`config.mk`:
```
export PLATFORM = sky130hd
export DESIGN_NAME = ptq_qualifier
export DESIGN_NICKNAME = d
export VERILOG_FILES = /design/src/ptq_pkg.sv /design/src/ptq_qualifier.sv /design/src/ptq_sync.sv
export SDC_FILE = /design/constraint.sdc
export NUM_CORES = 1
export LEC_CHECK = 0
export ABC_AREA = 1
export BUFFER_PORTS_ARGS = -buffer_cell sky130_fd_sc_hd__buf_2
export CAP_MARGIN = 20
export CORE_AREA = 2 2 194 196
export CTS_CLUSTER_SIZE = 20
export DETAILED_ROUTE_END_ITERATION = 10
export DIE_AREA = 0 0 196 198
export PLACE_DENSITY = 0.78
export SYNTH_ARGS = -nofsm -noshare
export SYNTH_HDL_FRONTEND = slang
export SYNTH_SLANG_ARGS = --single-unit
```
`constraint.sdc`:
```
create_clock -name clk_i -period 4.64 [get_ports clk_i]
set_clock_uncertainty 0.1 [all_clocks]
set_input_delay 0.232 -clock clk_i [delete_from_list [all_inputs] [get_ports clk_i]]
set_output_delay 0.232 -clock clk_i [all_outputs]
set_load 0.02 [all_outputs]
```
`src/ptq_pkg.sv`:
```
`default_nettype none
package ptq_pkg;

    // ********************************************************
    // Modes
    // ********************************************************
    typedef enum logic [1:0] {
        PTQ_GLITCH,
        PTQ_RUNT,
        PTQ_WIDTH
    } ptq_class_t;

    typedef enum logic [1:0] {
        PTQ_POS,
        PTQ_NEG,
        PTQ_EITHER
    } ptq_pol_t;

    // ********************************************************
    // Source select codes and comparator field positions
    // ********************************************************
    localparam logic [1:0] SRC_ONE   = 2'h0;
    localparam logic [1:0] SRC_TWO   = 2'h1;
    localparam logic [1:0] SRC_THREE = 2'h2;
    localparam logic [1:0] SRC_FOUR  = 2'h3;
    localparam int CMP_W   = 3;
    localparam int CMP_LVL = 0;
    localparam int CMP_LOW = 1;
    localparam int CMP_UP  = 2;

    // ********************************************************
    // Values after reset and percentages
    // ********************************************************
    localparam int PCT_W         = 8;
    localparam logic [7:0] PCT_MAX       = 8'h64;
    localparam logic [7:0] HOLDOFF_RST   = 8'h00;
    localparam logic [7:0] AUTO_WAIT_PCT = 8'h64;
    localparam int UPPER_RST = 65535;
    localparam int LOWER_RST = 0;
    localparam int LEVEL_RST = 128;
    localparam int CNT_START = 1;

    // ********************************************************
    // Timing
    // ********************************************************
    localparam int CLK_MHZ       = 20;
    localparam int MID_SEARCH_NS = 100000;
    localparam int MID_SEARCH_CYC =
        (MID_SEARCH_NS * CLK_MHZ + 999) / 1000;
    localparam int MID_CW = $clog2(MID_SEARCH_CYC + 1);

endpackage
`default_nettype wire

```
`src/ptq_qualifier.sv`:
```
`timescale 1ns/1ps
`default_nettype none
// How it works
// One of four channels feeds the qualifier
// Auto mode acquires after time base wait
// Normal mode acquires only on triggers or force
// Force starts exactly one acquisition
// Holdoff kept in percent delays re-arming
// Glitch polarity: positive, negative or either
// Glitch accept: no wider than glitch width
// Glitch reject: wider than glitch width
// Midpoint request sets level between peaks
// Runt keeps upper and lower thresholds
// Positive runt: lower up, down, no upper
// Negative runt: upper down, up, no lower
// Either runt: cross, recross, other untouched
// Runt fires at recrossing of first threshold
// Width polarity is positive or negative only
// Within limits: lower to upper inclusive
// Out of limits: outside lower to upper
// Upper is maximum, lower is minimum width
// Lower limit clamped to upper on writes
// Classes are glitch, runt and width
// Widths in clocks, equal counts as inside
module ptq_qualifier #(
    parameter int WW = 16,
    parameter int SW = 8,
    parameter int TW = 16
) (
    // Clock and reset
    input  wire logic                 clk_i,
    input  wire logic                 rstn_i,
    // Comparator pins: level, lower, upper
    input  wire logic [2:0]           input_channel_one_i,
    input  wire logic [2:0]           input_channel_two_i,
    input  wire logic [2:0]           input_channel_three_i,
    input  wire logic [2:0]           input_channel_four_i,
    // Digitizer samples on clk_i
    input  wire logic [SW-1:0]        input_channel_one_samp_i,
    input  wire logic [SW-1:0]        input_channel_two_samp_i,
    input  wire logic [SW-1:0]        input_channel_three_samp_i,
    input  wire logic [SW-1:0]        input_channel_four_samp_i,
    // Configuration levels
    input  wire logic [1:0]           source_i,
    input  wire ptq_pkg::ptq_class_t  class_i,
    input  wire ptq_pkg::ptq_pol_t    polarity_i,
    input  wire logic                 glitch_reject_i,
    input  wire logic [WW-1:0]        glitch_width_i,
    input  wire logic                 width_outside_i,
    input  wire logic                 auto_mode_i,
    input  wire logic [TW-1:0]        timebase_i,
    // Setting writes
    input  wire logic                 holdoff_wr_i,
    input  wire logic [7:0]           holdoff_pct_i,
    input  wire logic                 upper_wr_i,
    input  wire logic [WW-1:0]        upper_val_i,
    input  wire logic                 lower_wr_i,
    input  wire logic [WW-1:0]        lower_val_i,
    // Requests
    input  wire logic                 force_i,
    input  wire logic                 mid_req_i,
    // Acquisition control
    output var  logic                 trig_o,
    output var  logic                 acq_start_o,
    output var  logic                 auto_acq_o,
    output var  logic                 forced_acq_o,
    output var  logic                 armed_o,
    // Settings readback
    output var  logic [7:0]           holdoff_pct_o,
    output var  logic [WW-1:0]        upper_limit_o,
    output var  logic [WW-1:0]        lower_limit_o,
    output var  logic [SW-1:0]        level_o,
    output var  logic                 level_busy_o
);

    localparam int HW = ptq_pkg::PCT_W + TW;

    typedef enum {RUNT_IDLE, RUNT_POS, RUNT_NEG} ptq_runt_t;
    typedef enum {ACQ_ARMED, ACQ_HOLD} ptq_acq_t;

    // ********************************************************
    // Functions
    // ********************************************************
    function automatic logic pick_bit(input logic [1:0]  sel,
                                      input logic [11:0] v,
                                      input int          fld);
        return v[int'(sel) * ptq_pkg::CMP_W + fld];
    endfunction

    // Percent of the time base, in clocks
    function automatic logic [HW-1:0] scale(input logic [7:0]    p,
                                            input logic [TW-1:0] t);
        return HW'(p) * HW'(t);
    endfunction

    // ********************************************************
    // Source selection
    // ********************************************************
    logic [11:0]   cmp_raw;
    logic [11:0]   cmp_q;
    logic          lvl;
    logic          lo;
    logic          up;
    logic          lvl_d_ff;
    logic          lo_d_ff;
    logic          up_d_ff;
    logic [1:0]    src_d_ff;
    logic          src_chg;
    logic [SW-1:0] samp;

    assign cmp_raw = {input_channel_four_i, input_channel_three_i,
                      input_channel_two_i, input_channel_one_i};

    ptq_sync #(
        .WIDTH (12)
    ) u_sync (
        .clk_i  (clk_i),
        .rstn_i (rstn_i),
        .d_i    (cmp_raw),
        .q_o    (cmp_q)
    );

    assign lvl = pick_bit(source_i, cmp_q, ptq_pkg::CMP_LVL);
    assign lo  = pick_bit(source_i, cmp_q, ptq_pkg::CMP_LOW);
    assign up  = pick_bit(source_i, cmp_q, ptq_pkg::CMP_UP);
    assign src_chg = (src_d_ff != source_i);

    always_comb begin
        unique case (source_i)
            ptq_pkg::SRC_ONE:   samp = input_channel_one_samp_i;
            ptq_pkg::SRC_TWO:   samp = input_channel_two_samp_i;
            ptq_pkg::SRC_THREE: samp = input_channel_three_samp_i;
            ptq_pkg::SRC_FOUR:  samp = input_channel_four_samp_i;
        endcase
    end

    always_ff @(posedge clk_i) begin
        if (!rstn_i) begin
            lvl_d_ff <= 1'b0;
            lo_d_ff  <= 1'b0;
            up_d_ff  <= 1'b0;
            src_d_ff <= ptq_pkg::SRC_ONE;
        end else begin
            lvl_d_ff <= lvl;
            lo_d_ff  <= lo;
            up_d_ff  <= up;
            src_d_ff <= source_i;
        end
    end

    // ********************************************************
    // Pulse width measurement
    // ********************************************************
    logic [WW-1:0] cnt_ff;
    logic          meas_ok_ff;
    logic          pos_end;
    logic          neg_end;

    // Edges across a source switch would be bogus, so restart
    always_ff @(posedge clk_i) begin
        if (!rstn_i || src_chg) begin
            cnt_ff     <= WW'(ptq_pkg::CNT_START);
            meas_ok_ff <= 1'b0;
        end else if (lvl != lvl_d_ff) begin
            cnt_ff     <= WW'(ptq_pkg::CNT_START);
            meas_ok_ff <= 1'b1;
        end else if (cnt_ff != '1) begin
            cnt_ff     <= cnt_ff + WW'(1);
        end
    end

    assign pos_end = meas_ok_ff & lvl_d_ff & ~lvl & ~src_chg;
    assign neg_end = meas_ok_ff & ~lvl_d_ff & lvl & ~src_chg;

    // ********************************************************
    // Glitch and width qualification
    // ********************************************************
    logic [WW-1:0] upper_ff;
    logic [WW-1:0] lower_ff;
    logic          g_cand;
    logic          g_narrow;
    logic          glitch_hit;
    logic          w_cand;
    logic          w_inside;
    logic          width_hit;

    always_comb begin
        unique case (polarity_i)
            ptq_pkg::PTQ_POS: g_cand = pos_end;
            ptq_pkg::PTQ_NEG: g_cand = neg_end;
            default:          g_cand = pos_end | neg_end;
        endcase
    end

    assign g_narrow   = (cnt_ff <= glitch_width_i);
    assign glitch_hit = g_cand & (glitch_reject_i ? ~g_narrow
                                                  : g_narrow);

    // Either has no meaning here and is read as positive
    assign w_cand = (polarity_i == ptq_pkg::PTQ_NEG) ? neg_end
                                                     : pos_end;
    assign w_inside  = (cnt_ff >= lower_ff)
                     && (cnt_ff <= upper_ff);
    assign width_hit = w_cand & (width_outside_i ? ~w_inside
                                                 : w_inside);

    // ********************************************************
    // Runt detection
    // ********************************************************
    ptq_runt_t runt_ff;
    ptq_runt_t nxt_runt;
    logic      runt_hit;
    logic      allow_pos;
    logic      allow_neg;

    assign allow_pos = (polarity_i != ptq_pkg::PTQ_NEG);
    assign allow_neg = (polarity_i != ptq_pkg::PTQ_POS);

    always_comb begin
        nxt_runt = runt_ff;
        runt_hit = 1'b0;
        unique case (runt_ff)
            RUNT_IDLE: begin
                if (allow_pos && lo && !lo_d_ff && !up) begin
                    nxt_runt = RUNT_POS;
                end else if (allow_neg && !up && up_d_ff && lo) begin
                    nxt_runt = RUNT_NEG;
                end
            end
            RUNT_POS: begin
                if (up) begin
                    nxt_runt = RUNT_IDLE;
                end else if (!lo) begin
                    nxt_runt = RUNT_IDLE;
                    runt_hit = 1'b1;
                end
            end
            RUNT_NEG: begin
                if (!lo) begin
                    nxt_runt = RUNT_IDLE;
                end else if (up) begin
                    nxt_runt = RUNT_IDLE;
                    runt_hit = 1'b1;
                end
            end
        endcase
    end

    always_ff @(posedge clk_i) begin
        if (!rstn_i || src_chg) begin
            runt_ff <= RUNT_IDLE;
        end else begin
            runt_ff <= nxt_runt;
        end
    end

    logic qual;

    always_comb begin
        unique case (class_i)
            ptq_pkg::PTQ_GLITCH: qual = glitch_hit;
            ptq_pkg::PTQ_RUNT:   qual = runt_hit;
            ptq_pkg::PTQ_WIDTH:  qual = width_hit;
            default:             qual = 1'b0;
        endcase
    end

    // ********************************************************
    // Settings
    // ********************************************************
    logic [WW-1:0] new_up;
    logic [WW-1:0] new_lo;
    logic [7:0]    holdoff_ff;

    assign new_up = upper_wr_i ? upper_val_i : upper_ff;
    assign new_lo = lower_wr_i ? lower_val_i : lower_ff;

    always_ff @(posedge clk_i) begin
        if (!rstn_i) begin
            upper_ff <= WW'(ptq_pkg::UPPER_RST);
            lower_ff <= WW'(ptq_pkg::LOWER_RST);
        end else if (upper_wr_i || lower_wr_i) begin
            upper_ff <= new_up;
            lower_ff <= (new_lo > new_up) ? new_up : new_lo;
        end
    end

    // Percent above full scale is clipped to full scale
    always_ff @(posedge clk_i) begin
        if (!rstn_i) begin
            holdoff_ff <= ptq_pkg::HOLDOFF_RST;
        end else if (holdoff_wr_i) begin
            holdoff_ff <= (holdoff_pct_i > ptq_pkg::PCT_MAX)
                        ? ptq_pkg::PCT_MAX : holdoff_pct_i;
        end
    end

    // ********************************************************
    // Acquisition control
    // ********************************************************
    ptq_acq_t      acq_ff;
    logic [HW-1:0] hold_cnt_ff;
    logic [HW-1:0] auto_cnt_ff;
    logic          force_pend_ff;
    logic          armed;
    logic          auto_due;
    logic          start;

    assign armed    = (acq_ff == ACQ_ARMED);
    assign auto_due = auto_mode_i && (auto_cnt_ff >=
                      scale(ptq_pkg::AUTO_WAIT_PCT, timebase_i));
    // Normal mode has no timeout path at all
    assign start = armed & (qual | force_pend_ff | auto_due);

    // A new request wins over the clear of an old one
    always_ff @(posedge clk_i) begin
        if (!rstn_i) begin
            force_pend_ff <= 1'b0;
        end else if (force_i) begin
            force_pend_ff <= 1'b1;
        end else if (start) begin
            force_pend_ff <= 1'b0;
        end
    end

    always_ff @(posedge clk_i) begin
        if (!rstn_i) begin
            acq_ff      <= ACQ_ARMED;
            hold_cnt_ff <= '0;
        end else begin
            unique case (acq_ff)
                ACQ_ARMED: begin
                    if (start) begin
                        acq_ff      <= ACQ_HOLD;
                        hold_cnt_ff <= scale(holdoff_ff,
                                             timebase_i);
                    end
                end
                ACQ_HOLD: begin
                    if (hold_cnt_ff <= HW'(1)) begin
                        acq_ff <= ACQ_ARMED;
                    end else begin
                        hold_cnt_ff <= hold_cnt_ff - HW'(1);
                    end
                end
            endcase
        end
    end

    always_ff @(posedge clk_i) begin
        if (!rstn_i || !armed || start) begin
            auto_cnt_ff <= '0;
        end else if (auto_cnt_ff != '1) begin
            auto_cnt_ff <= auto_cnt_ff + HW'(1);
        end
    end

    always_ff @(posedge clk_i) begin
        if (!rstn_i) begin
            trig_o       <= 1'b0;
            acq_start_o  <= 1'b0;
            auto_acq_o   <= 1'b0;
            forced_acq_o <= 1'b0;
            armed_o      <= 1'b1;
        end else begin
            trig_o       <= armed & qual;
            acq_start_o  <= start;
            auto_acq_o   <= start & ~qual & ~force_pend_ff;
            forced_acq_o <= start & ~qual & force_pend_ff;
            armed_o      <= armed ? ~start : (hold_cnt_ff <= HW'(1));
        end
    end

    always_ff @(posedge clk_i) begin
        if (!rstn_i) begin
            holdoff_pct_o <= ptq_pkg::HOLDOFF_RST;
            upper_limit_o <= WW'(ptq_pkg::UPPER_RST);
            lower_limit_o <= WW'(ptq_pkg::LOWER_RST);
        end else begin
            holdoff_pct_o <= holdoff_ff;
            upper_limit_o <= upper_ff;
            lower_limit_o <= lower_ff;
        end
    end

    // ********************************************************
    // Midpoint level search
    // ********************************************************
    logic [ptq_pkg::MID_CW-1:0] mid_cnt_ff;
    logic [SW-1:0]              max_ff;
    logic [SW-1:0]              min_ff;
    logic [SW:0]                mid_sum;

    assign mid_sum = {1'b0, max_ff} + {1'b0, min_ff};

    // A request during a search is ignored, not queued
    always_ff @(posedge clk_i) begin
        if (!rstn_i) begin
            level_busy_o <= 1'b0;
            mid_cnt_ff   <= '0;
            max_ff       <= '0;
            min_ff       <= '0;
            level_o      <= SW'(ptq_pkg::LEVEL_RST);
        end else if (!level_busy_o) begin
            if (mid_req_i) begin
                level_busy_o <= 1'b1;
                mid_cnt_ff   <= '0;
                max_ff       <= samp;
                min_ff       <= samp;
            end
        end else begin
            if (samp > max_ff) max_ff <= samp;
            if (samp < min_ff) min_ff <= samp;
            if (mid_cnt_ff == ptq_pkg::MID_CW'(
                    ptq_pkg::MID_SEARCH_CYC - 1)) begin
                level_busy_o <= 1'b0;
                level_o      <= mid_sum[SW:1];
            end else begin
                mid_cnt_ff <= mid_cnt_ff + ptq_pkg::MID_CW'(1);
            end
        end
    end

endmodule // ptq_qualifier
`default_nettype wire

```
`src/ptq_sync.sv`:
```
`timescale 1ns/1ps
`default_nettype none
module ptq_sync #(
    parameter int WIDTH = 1
) (
    // Clock and reset
    input  wire logic             clk_i,
    input  wire logic             rstn_i,
    // Asynchronous in, synchronised out
    input  wire logic [WIDTH-1:0] d_i,
    output var  logic [WIDTH-1:0] q_o
);

    logic [WIDTH-1:0] meta_ff;

    // First stage feeds only the second stage
    always_ff @(posedge clk_i) begin
        if (!rstn_i) begin
            meta_ff <= '0;
            q_o     <= '0;
        end else begin
            meta_ff <= d_i;
            q_o     <= meta_ff;
        end
    end

endmodule // ptq_sync
`default_nettype wire

```
==> results.txt <==
For the maximum buffer depth of the clock tree, the log shows 3. The synthesized netlist occupies a cell area of 18100 um^2. After the last flow step, the layout net total stands at 3287.

186 I/O pins were placed. The worst register-to-register path has a depth of 19. Launch point of the worst hold path: input_channel_two_samp_i[1].

The final-report max-slew violation count was 0. The sequential cell area fraction in the yosys report came out at 24.2%. For hold timing, the worst endpoint is max_ff[1]$_SDFFE_PN0P_. The cell count after placement came out at 3232.

The worst setup path is captured at a register. In this run the critical register-to-register path is launched from holdoff_ff[7]$_SDFFE_PN0P_. Dividing the detail-routed wire length by the instance count gives 14.6 um. The largest total area in the synthesized netlist belongs to dfxtp_1. For this block, the initial DRC count from the detailed router was 828. The most common cell after layout, fill and taps aside was nand2_1.

The run gives 49.0% as the effective utilization at floorplan. For this run, global-route usage on met1 was measured as 29.4%. In the post-route analysis, the smallest setup slack over all paths is 0.124 ns.

Number of flops mapped to enable cells by yosys: 0. Ranked by total cell area, the synthesized netlist is headed by dfxtp_1 (24%), ha_1 (15%), nand2_1 (12%), fa_1 (11%), inv_1 (10%). The via count of the first global-routing pass was 17.0k. The floorplan core area is 37000 um^2. The endpoint identified for the worst register-to-register timing path is hold_cnt_ff[13]$_SDFFE_PN0N_. At the end of routability-driven placement, the weighted congestion stood at 0.929. The total clock buffers created by CTS was 25; the die area was 38800 um^2. In the global route stage, met3 resource usage came out at 4.45%.

TritonCTS built the clock tree. The worst path needs 4.52 ns of the cycle, external delays included. The worst register-to-register path has a setup slack of 0.12 ns. For this block, the routed nets add up to 48700 um of wire. Cells fill 59.7% of the core in the end. The floorplan step set the die width to 196 um. The number of instances in the synthesized netlist is 2543, and the area growth from synthesis to layout is 21.9%.

The CTS root buffer is clkbuf_16. Headroom to the max-slew limit came out at 39.2%. In the synthesized netlist the dominant register cell turns out to be dfxtp_1.

Setup violations remaining at the end of the flow were counted as 0. A synthesized cell averages 7.11 um^2. The net count after synthesis is 2989, and the area share of the leading cell type in the synthesized netlist is 24.2%. The first TritonRoute pass finished after 6 iterations. Static timing analysis puts the maximum clock frequency at 221 MHz. Excluding fillers, the count of instances in the completed layout stands at 3335. The count of cells along the worst hold path is 5. The number of nets still failing antenna checks after routing is 0, and the site row count is 71.

The critical path is of the reg2reg type. Of the cells placed in the final design, the portion with a size suffix greater than 1 is 15.7%. The logs give 0.000266 V for the largest voltage drop on the vdd net and 44.3% for the global-route met2 utilization. The maximum number of pins on one net before global-route repair came out at 73. The data arrival at the endpoint of the critical path came out at 4.91 ns. The most used routing layer in global routing is met2. STA classifies the critical path startpoint as a register.

The run finished with clean final reports. The max-cap violation count was 0; the via count was 17.4k. The number of synthesized register bits works out to 219.

The tools report the count of unresolved DRC violations after routing as 0. The placed wire-length estimate was 37100 um; the vertical extent of the die was 198 um. For this run the aggregate overflow at the end of global routing stands at 0. The final hold violation count is 0. Using the TritonRoute via totals, the vias-per-cell ratio works out to 5.22. The initial antenna violation count is 9, and the number of buffer cells added on primary ports is 185. Post-place setup slack: -0.404 ns.

The required time of the critical path was 5.03 ns; the total number of H-tree levels was 1. For the overall track demand over capacity in global routing, the log shows 24.5%. The number of sinks on the clock net was 219. Static leakage power: 11.8 nW. In this run the worst path has a maximum fanout of 13.

The power density relative to cell area came out at 301 nW/um^2. The run gives 78500 um as the global-route wire length before repair. Setup repair after global routing could not meet its margin everywhere. The path class of the tightest hold or removal check is in2reg.

The transition at the pin with the smallest max-transition slack was 0.909 ns. The share of the cycle needed by the critical path after routing is 97.3%, and the distinct cell type count of the synthesized netlist is 56. The tools report the number of synthesis warnings as 0.

Hold timing on the final database bottoms out at a slack of 0.0236 ns. For the worst-skew pair, the clock arrives at the later sink with an insertion delay of 0.55 ns. Of all flip-flops after synthesis, the portion carrying an async set or reset was 0%.

In the layout the commonest cells are nand2_1 (565), inv_1 (493), dfxtp_1 (213), ha_1 (204), buf_2 (184). Clock-pin slew was measured on the worst setup and hold paths at 0.06 ns.
-- flip-flops by register name (all words and copies together), names as in the netlist, 11 cells and up --
name and flops:
u_sync.meta_ff 12, u_sync.q_o 12, mid_cnt_ff 11, hold_cnt_ff 24
auto_cnt_ff 24, lower_ff 16, upper_limit_o 16, upper_ff 16
cnt_ff 16, lower_limit_o 16
-- cell families after synthesis --
family,share of synthesized area (%)
AO/OA/AOI/OAI,11.9
AND/OR/NAND/NOR,22.6
XOR/XNOR,3.15
flip-flops,24.2
adder cells (fa/ha/maj),25.7
buffers and inverters,12.4
multiplexers,0.111
-- worst max-delay path by stage --
stage | from | endpoint | slack [ns] | cells past startpoint
after CTS | holdoff_ff[7]$_SDFFE_PN0P_ | hold_cnt_ff[17]$_SDFFE_PN0N_ | 0.007 | 19
after global routing | holdoff_ff[3]$_SDFFE_PN0P_ | hold_cnt_ff[17]$_SDFFE_PN0N_ | -0.09 | 22
after global placement | timebase_i[2] | hold_cnt_ff[20]$_SDFFE_PN0N_ | -0.17 | 25
after floorplan | holdoff_ff[7]$_SDFFE_PN0P_ | hold_cnt_ff[23]$_SDFFE_PN0N_ | 0.03 | 19
final | holdoff_ff[7]$_SDFFE_PN0P_ | hold_cnt_ff[13]$_SDFFE_PN0N_ | 0.12 | 19
after detailed placement | timebase_i[2] | hold_cnt_ff[15]$_SDFFE_PN0N_ | -0.40 | 25
-- synth_stat cells (2+ instances only) --
cell,count
nand2_1,572
inv_1,493
dfxtp_1,219
ha_1,218
nor2_1,173
a21oi_1,165
o21ai_0,146
fa_1,96
nand3_1,95
clkbuf_1,65
nor3_1,40
xor2_1,40
nand4_1,29
xnor2_1,25
or2_2,20
nor4_1,12
a31oi_1,10
nand3b_1,9
o22ai_1,9
buf_1,7
buf_2,7
inv_2,7
o21a_1,7
o21bai_1,7
a211oi_1,6
a22o_1,6
o211ai_1,5
a21o_1,4
buf_6,4
nor3b_1,4
o21ai_1,4
a21boi_0,3
nor2_2,3
o2111ai_1,3
o221ai_1,3
o32ai_1,3
and3_1,2
mux2i_1,2
nor2_4,2
o311ai_0,2
-- worst max-delay path, stage by stage, from the launching register on --
cell and delay [ns]:
dfxtp_2 0.34, buf_12 0.14, nand2_1 0.08, fa_1 0.53, inv_1 0.06, fa_1 0.48
fa_2 0.58, fa_1 0.47, ha_4 0.29, a21oi_2 0.17, a21boi_4 0.24, inv_1 0.08
a21oi_2 0.19, buf_4 0.14, xnor2_1 0.13, nand2_1 0.07, o21ai_0 0.09, nand3b_1 0.13
nand2_1 0.05, nor2_1 0.10
-- layout make-up --
class                           count  area [um^2]
Fill cell                        3183        14900
Multi-Input combinational cell   1740        11800
Sequential cell                   219         4400
Timing Repair Buffer              355         2490
Inverter                          500         1880
Clock buffer                       31          678
Tap cell                          474          593
Clock inverter                     14          194
Antenna cell                        2         5.00
-- per-stage QoR --
step | area [um^2] | total power, mW | setup TNS, ns
after global routing | 22000 | 7.08 | -0.915
final | 22100 | 6.63 | 0
after floorplan | 18100 | 3.56 | 0
after detailed placement | 20200 | 4.30 | -16.36
after CTS | 21600 | 6.46 | 0
after global placement | 20200 | 4.23 | -4.94
-- report_power, final --
group / switching (mW) / total (mW) / internal [mW] / leakage [nW]
logic: 1.35 / 2.43 / 1.08 / 9.60
registers: 0.0956 / 2.09 / 2.00 / 1.80
clock network: 0.842 / 2.11 / 1.27 / 0.423
-- routing by layer --
metal,vias up,wire length (um)
met5,-,68
met4,10,1500
met3,124,2980
met2,542,23800
met1,8082,20300
li1,8636,-
-- timing repair --
| item | 4_1_cts | 5_1_grt |
|---|---|---|
| setup buffers | 0 | 8 |
| gates cloned | 0 | 2 |
| pin swaps | 1 | 57 |
| setup endpoints to repair | 13 | 52 |
| endpoints found under the hold margin | 44 | 0 |
| hold buffers | 46 | 0 |
| resized for setup | 8 | 73 |
Power figures use the tool's default switching activity.
